## config.mk

```make
export PLATFORM = sky130hd
export DESIGN_NAME = cbo_top
export DESIGN_NICKNAME = d
export VERILOG_FILES = /design/src/cbo_pkg.sv /design/src/cbo_channel.sv /design/src/cbo_top.sv
export VERILOG_INCLUDE_DIRS = /design/src
export SDC_FILE = /design/constraint.sdc
export NUM_CORES = 1
export LEC_CHECK = 0
export ABC_CLOCK_PERIOD_IN_PS = 1800
export BUFFER_PORTS_ARGS = -buffer_cell sky130_fd_sc_hd__buf_2
export CAP_MARGIN = 20
export CORE_AREA = 2 2 94 60
export CTS_BUF_LIST = sky130_fd_sc_hd__clkbuf_8 sky130_fd_sc_hd__clkbuf_16
export DETAILED_ROUTE_END_ITERATION = 12
export DIE_AREA = 0 0 96 62
export PLACE_DENSITY = 0.77
export SLEW_MARGIN = 25
export SYNTH_ARGS = -nofsm -noshare
export SYNTH_HDL_FRONTEND = slang
export SYNTH_SLANG_ARGS = --single-unit
```

## constraint.sdc

```tcl
create_clock -name core_clk -period 1.8 [get_ports core_clk]
set_input_delay 0.18 -clock core_clk [delete_from_list [all_inputs] [get_ports core_clk]]
set_output_delay 0.18 -clock core_clk [all_outputs]
set_load 0.01 [all_outputs]
```

## src/cbo_defs.svh

```systemverilog
// Purpose: Constants for the clock/buzzer output divider
// Assumes: 8-bit processor special-function-register port, 20-bit addresses
// Notes: Addresses, field positions, write mask, reset values, clock period and counter width only
`ifndef CBO_DEFS_SVH
`define CBO_DEFS_SVH

`define CBO_ADDR_W 20
`define CBO_ADDR_SEL_CH0 20'hFFFA5
`define CBO_ADDR_SEL_CH1 20'hFFFA6
`define CBO_SEL_RESET 8'h00
`define CBO_SEL_WMASK 8'h87
`define CBO_EN_BIT 3'h7
`define CBO_CLK_PERIOD_NS 25
`define CBO_CNT_W 12

`endif

```

## src/cbo_pkg.sv

```systemverilog
// Purpose: Types and shared decode for the clock/buzzer output divider
// Assumes: Included constants file is on the include path
// Notes: Half-period limit is used by the channel and its checks
`include "cbo_defs.svh"
package cbo_pkg;

   // One channel select register
   typedef struct packed {
      logic channel_output_enable;
      logic [3:0] fixed_zero;
      logic [2:0] divider_code;
   } cbo_sel_t;

   typedef enum logic [0:0] {
      CBO_IDLE = 1'b0,
      CBO_RUN = 1'b1
   } cbo_state_t;

   // Processor register port request
   typedef struct packed {
      logic [`CBO_ADDR_W-1:0] addr;
      logic byte_wr;
      logic [7:0] wdata;
      logic bit_wr;
      logic [2:0] bit_sel;
      logic bit_val;
      logic rd;
   } cbo_req_t;

   // Cycles per output half period, minus one; code 0 is not counted
   function automatic logic [`CBO_CNT_W-1:0] cbo_half_limit(input logic [2:0] code);
      case (code)
         3'h1: cbo_half_limit = 12'h000;
         3'h2: cbo_half_limit = 12'h001;
         3'h3: cbo_half_limit = 12'h003;
         3'h4: cbo_half_limit = 12'h007;
         3'h5: cbo_half_limit = 12'h3FF;
         3'h6: cbo_half_limit = 12'h7FF;
         3'h7: cbo_half_limit = 12'hFFF;
         default: cbo_half_limit = 12'h000;
      endcase
   endfunction

endpackage

```

## src/cbo_channel.sv

```systemverilog
// Purpose: One divided clock/buzzer output with glitch-free start and stop
// Assumes: Divider code held steady while enabled
// Notes: Code 0 passes the main clock through a negative-edge gate
`timescale 1ns/10ps
`include "cbo_defs.svh"
module cbo_channel (
   // Clock and reset
   input wire logic core_clk,
   input wire logic reset,
   // Select register fields
   input wire logic enable_in,
   input wire logic [2:0] divider_code,
   // Pin side
   output logic clock_buzzer_pin,
   output logic running
);

   typedef struct packed {
      cbo_pkg::cbo_state_t state;
      logic [`CBO_CNT_W-1:0] cnt;
      logic out;
   } cbo_chan_state_t;

   cbo_chan_state_t state_r;
   cbo_chan_state_t state_nxt;
   logic gate_r;
   logic [`CBO_CNT_W-1:0] lim;

   assign lim = cbo_pkg::cbo_half_limit(divider_code);

   always_comb begin
      state_nxt = state_r;
      case (state_r.state)
         cbo_pkg::CBO_IDLE: begin
            state_nxt.out = 1'b0;
            state_nxt.cnt = '0;
            if (enable_in) begin
               state_nxt.state = cbo_pkg::CBO_RUN;
               state_nxt.out = 1'b1;
            end
         end
         cbo_pkg::CBO_RUN: begin
            if (state_r.cnt == lim) begin
               state_nxt.cnt = '0;
               // Stop only at the end of a full low half, never mid-pulse
               if (!state_r.out && !enable_in) begin
                  state_nxt.state = cbo_pkg::CBO_IDLE;
               end else begin
                  state_nxt.out = ~state_r.out;
               end
            end else begin
               state_nxt.cnt = state_r.cnt + 12'h001;
            end
         end
         default: state_nxt = '0;
      endcase
   end

   always_ff @(posedge core_clk or posedge reset) begin
      if (reset) begin
         state_r <= '0;
      end else begin
         state_r <= state_nxt;
      end
   end

   // Gate changes while the clock is low, so no partial high pulse
   always_ff @(negedge core_clk or posedge reset) begin
      if (reset) begin
         gate_r <= 1'b0;
      end else begin
         gate_r <= enable_in;
      end
   end

   assign clock_buzzer_pin = (divider_code == 3'h0) ? (core_clk & gate_r) : state_r.out;
   assign running = (state_r.state == cbo_pkg::CBO_RUN) | gate_r;

   // Helper: length of the current high half
   logic [`CBO_CNT_W:0] hi_len_r;
   always_ff @(posedge core_clk or posedge reset) begin
      if (reset) begin
         hi_len_r <= '0;
      end else if (state_r.out) begin
         hi_len_r <= hi_len_r + 13'h0001;
      end else begin
         hi_len_r <= '0;
      end
   end
endmodule

```

## src/cbo_top.sv

```systemverilog
// Purpose: Two clock/buzzer output channels with their select registers
// Assumes: Processor register port synchronous to core_clk (40 MHz)
// Notes: Pin multiplexing and port latch belong to the port block
//
// How it works
// - Two channels each drive their own pin, channel 0 from select register 0 and channel 1 from register 1.
// - Reset clears both select registers to zero, disabled with divider code zero.
// - Bit 7 of a select register enables its pin output when 1 and disables it when 0.
// - Divider codes 0 to 7 give the main clock divided by 1, 2, 4, 8, 16, 2048, 4096 or 8192.
// - Bits 6 to 3 of each select register always read zero and carry no function.
// - Each select register takes single-bit writes and whole-byte writes and reads back.
// - The pin starts toggling one clock after the enable bit is set; for codes 1 to 7 it stops at the end of a full low half after the bit clears.
// - Starting and stopping never produce a shortened high or low pulse.
// - Stop mode must wait at least one output period after disabling, or the last pulse is short.
`timescale 1ns/10ps
`include "cbo_defs.svh"
module cbo_top (
   // Clock and reset
   input wire logic core_clk,
   input wire logic reset,
   // Register port
   input wire logic [`CBO_ADDR_W-1:0] sfr_addr,
   input wire logic sfr_byte_wr,
   input wire logic [7:0] sfr_wdata,
   input wire logic sfr_bit_wr,
   input wire logic [2:0] sfr_bit_sel,
   input wire logic sfr_bit_val,
   input wire logic sfr_rd,
   output logic [7:0] sfr_rdata,
   // Pins
   output logic [1:0] clock_buzzer_pin,
   // Status toward the stop-mode controller
   output logic [1:0] channel_running
);

   typedef struct packed {
      cbo_pkg::cbo_sel_t clock_out_select_ch1;
      cbo_pkg::cbo_sel_t clock_out_select_ch0;
      logic [7:0] rdata;
   } cbo_top_state_t;

   cbo_top_state_t state_r;
   cbo_top_state_t state_nxt;
   cbo_pkg::cbo_req_t req;
   logic hit0;
   logic hit1;

   assign req.addr = sfr_addr;
   assign req.byte_wr = sfr_byte_wr;
   assign req.wdata = sfr_wdata;
   assign req.bit_wr = sfr_bit_wr;
   assign req.bit_sel = sfr_bit_sel;
   assign req.bit_val = sfr_bit_val;
   assign req.rd = sfr_rd;

   assign hit0 = (req.addr == `CBO_ADDR_SEL_CH0);
   assign hit1 = (req.addr == `CBO_ADDR_SEL_CH1);

   // New register value for a byte or bit write; byte write wins
   function automatic logic [7:0] cbo_write(input logic [7:0] old, input cbo_pkg::cbo_req_t r);
      logic [7:0] v;
      v = old;
      if (r.byte_wr) begin
         v = r.wdata;
      end else if (r.bit_wr) begin
         v[r.bit_sel] = r.bit_val;
      end
      cbo_write = v & `CBO_SEL_WMASK;
   endfunction

   always_comb begin
      state_nxt = state_r;
      if (hit0) begin
         state_nxt.clock_out_select_ch0 = cbo_write(state_r.clock_out_select_ch0, req);
      end
      if (hit1) begin
         state_nxt.clock_out_select_ch1 = cbo_write(state_r.clock_out_select_ch1, req);
      end
      // Read returns the value before any same-cycle write
      if (req.rd) begin
         if (hit0) begin
            state_nxt.rdata = state_r.clock_out_select_ch0;
         end else if (hit1) begin
            state_nxt.rdata = state_r.clock_out_select_ch1;
         end else begin
            state_nxt.rdata = 8'h00;
         end
      end
   end

   always_ff @(posedge core_clk or posedge reset) begin
      if (reset) begin
         state_r.clock_out_select_ch0 <= `CBO_SEL_RESET;
         state_r.clock_out_select_ch1 <= `CBO_SEL_RESET;
         state_r.rdata <= 8'h00;
      end else begin
         state_r <= state_nxt;
      end
   end

   assign sfr_rdata = state_r.rdata;

   // Divider code is used live; changing it while enabled is a software fault
   cbo_channel u_ch0 (
      .core_clk(core_clk),
      .reset(reset),
      .enable_in(state_r.clock_out_select_ch0.channel_output_enable),
      .divider_code(state_r.clock_out_select_ch0.divider_code),
      .clock_buzzer_pin(clock_buzzer_pin[0]),
      .running(channel_running[0])
   );

   cbo_channel u_ch1 (
      .core_clk(core_clk),
      .reset(reset),
      .enable_in(state_r.clock_out_select_ch1.channel_output_enable),
      .divider_code(state_r.clock_out_select_ch1.divider_code),
      .clock_buzzer_pin(clock_buzzer_pin[1]),
      .running(channel_running[1])
   );
endmodule

```

==> flow_summary_export.csv <==
group,metric,value,unit
pwr,powerDensity,639,nW/µm²
status,violations,"negative setup slack",
pwr,total_power,2.05,mW
final_layout,fin_area,3200,µm²
run,max_cap_viol_count,0,
synth,synthFlopType,"dfrtp_1",
routing,antenna_left,0,
final_layout,antennaDiodeCount,0,
synth,netlist_instances,257,
setup_path,crit_type,"reg -> out",
final_layout,layout-drive-gt1-share,0.387,
floorplan,io_pins,49,
placed_design,place_area,2820,µm²
routing,drt_first_pass_iters,4,
timing,drv_slew,0,
setup_path,worstPathMaxFanout,2,
timing,setup_viol,31,
floorplan,start_util,0.469,
placed_design,dp_hpwl,4290,µm
pwr,leakage,1.44,nW
placed_design,place_congestion,0.834,
setup_path,critPathLaunchType,"flop",
routing,drcViolationCount,0,
setup_path,critPathArrivalTime,2.04,ns
worst_hold_path,hp-class,"in -> reg",
global_routing,grt_pass1_wl,9160,µm
synth,async_flop_share,1.00,
placed_design,post-place-ws,-0.101,ns
timing,setup_tns,-2.84,ns
synth,netlist.area_leader.share,0.408,
clocking,tritoncts,"done",
setup_path,crit_required,1.62,ns
timing,final_hold_viol_count,0,
synth,synth_edf_count,0,
synth,synth_area,2450,µm²
timing,hold_ws,0.0292,ns
clocking,clkTransAtPathRegs,0.08,ns
status,status,"finished with violations",
floorplan,core,5230,µm²
synth,yosys-top-cells-area,"dfrtp_1, nor2_1, xnor2_1",
floorplan,die_h,62,µm
routing,routed_wl,5910,µm
synth,ys_types,55,
routing,vias,2141,
synth,yosysSeqAreaShare,0.429,
global_routing,track_usage,0.209,
floorplan,rows,21,
timing,fin_ws,-0.419,ns
placed_design,portBuffers,40,
global_routing,grt_max_degree,17,
timing,rsz0062_at_grt,"yes",
synth,yosysWarnings,0,
synth,synth.largest_area_cell,"dfrtp_1",
synth,synth.most_common_cell,"nor2_1",
routing,wire_per_inst,15.0,µm
floorplan,dieArea,5950,µm²
clocking,clk_latency,0.42,ns
final_layout,area_delta_synth_final,30.7,%
global_routing,grt_pass1_vias,1993,
routing,via_per_inst,5.42,
synth,synth_common_cells,"nor2_1, dfrtp_1, nand2_1",
setup_path,end_kind,"output pin",
synth,ys_ff_latch,42,
timing,skew,0.0228,ns
pwr,peakVddDrop,0.298,mV
synth,syn_area_per_cell,9.54,µm²
global_routing,antenna_found_initial,0,
global_routing,grt_remaining_overflow,0,
final_layout,fin_nets,363,
floorplan,die_x,96,µm
routing,drt_iter0_drc,86,
## repair_timing
action | 4_1_cts | 5_1_grt
gates resized for setup | 13 | 30
hold endpoints to repair | 9 | 0
setup endpoints to repair | 36 | 35
setup buffers | 2 | 3
cloned | 0 | 1
hold buffers | 1 | 0
pin swaps | 3 | 12
## per-layer routing
metal | global-route usage | share of wire | vias to the layer above
met4 | 0.110 | 0.014 | 0
met5 | 0 | 0 | -
met1 | 0.281 | 0.46 | 1006
met2 | 0.322 | 0.46 | 93
li1 | - | - | 1031
met3 | 0.0446 | 0.069 | 11
## worst paths after layout
check                                            to  slack, ns             start  cells after the start
worst max-delay path            clock_buzzer_pin[1]      -0.42      u_ch1.gate_r                      3
min in group asynchronous          u_ch1.state_r[8]       0.26             reset                      3
worst min-delay path                   sfr_rdata[7]       0.03            sfr_rd                      2
max in group asynchronous              u_ch1.gate_r       0.53             reset                      3
worst min register to register     u_ch1.state_r[1]       0.52  u_ch1.state_r[1]                      1
worst max register to register     u_ch0.state_r[5]      -0.10        state_r[9]                      7
## registers in the layout, indices dropped and copies added (netlist names)
register / count
sfr_rdata: 4
u_ch0.state_r: 14
state_r: 8
u_ch1.state_r: 14
u_ch1.gate_r: 1
u_ch0.gate_r: 1
## layout make-up
type	count	area, µm²
Sequential cell	42	1050
Clock buffer	11	134
Fill cell	410	2030
Clock inverter	4	43.8
Timing Repair Buffer	71	480
Inverter	9	37.5
Multi-Input combinational cell	189	1370
Tap cell	69	86.3
## power by group
| group | switching, mW | leakage (nW) | internal, mW |
|---|---|---|---|
| clock network | 0.385 | 0.106 | 0.601 |
| registers | 0.00281 | 0.576 | 0.949 |
| logic | 0.0620 | 0.758 | 0.0475 |
| total | 0.449 | 1.44 | 1.60 |
## through the flow
step	cells	util
global placement	375	0.539
CTS	391	0.585
detailed placement	375	0.539
floorplan	260	-
finish	395	0.613
global route	395	0.613
## kinds of logic after synthesis
logic type	count (synthesis)	share of synthesized area
simple gates	112	0.231
flops	42	0.429
compound gates	38	0.129
buf+inv	29	0.0715
xor+xnor	21	0.0750
mux	11	0.0495
fa+ha+maj	3	0.0143
other cells	1	0.00153
## worst max-delay path, stage by stage, from the launching register on
cell and delay [ns]:
dfrtn_1 0.41, nand3_1 0.07, o21ai_1 0.09, buf_2 0.15
## cells in the final DEF (no fill, tap or decap), types with 2 or more instances in the layout
| master | Yosys | final |
|---|---|---|
| dfrtn_1 | 2 | 2 |
| nor2_2 | 0 | 6 |
| o31ai_4 | 1 | 2 |
| a21oi_1 | 8 | 8 |
| and3_1 | 2 | 2 |
| nand4b_1 | 2 | 2 |
| or2_4 | 0 | 2 |
| dfrtp_1 | 40 | 37 |
| o41ai_4 | 0 | 2 |
| a22oi_1 | 4 | 4 |
| nor3_1 | 7 | 5 |
| nand2_1 | 15 | 15 |
| nand4_1 | 5 | 5 |
| nor2_4 | 0 | 4 |
| ha_1 | 2 | 2 |
| xor2_1 | 9 | 9 |
| and4b_1 | 2 | 2 |
| clkinv_2 | 0 | 2 |
| o21ai_1 | 0 | 2 |
| nor2_1 | 45 | 35 |
| and4_1 | 2 | 2 |
| inv_1 | 9 | 9 |
| mux2i_1 | 2 | 2 |
| buf_2 | 2 | 38 |
| clkbuf_8 | 0 | 9 |
| a32o_1 | 2 | 2 |
| nand2b_1 | 3 | 3 |
| a22o_1 | 2 | 2 |
| xnor2_1 | 12 | 12 |
| conb_1 | 1 | 4 |
| mux2_2 | 9 | 9 |
| buf_6 | 2 | 6 |
| dfrtp_2 | 0 | 3 |
| a211oi_1 | 2 | 2 |
| nand3_1 | 13 | 13 |
| buf_4 | 13 | 27 |
| a31oi_1 | 3 | 2 |
| nor4_1 | 5 | 5 |
No activity file was read; power rests on OpenSTA's default activity.
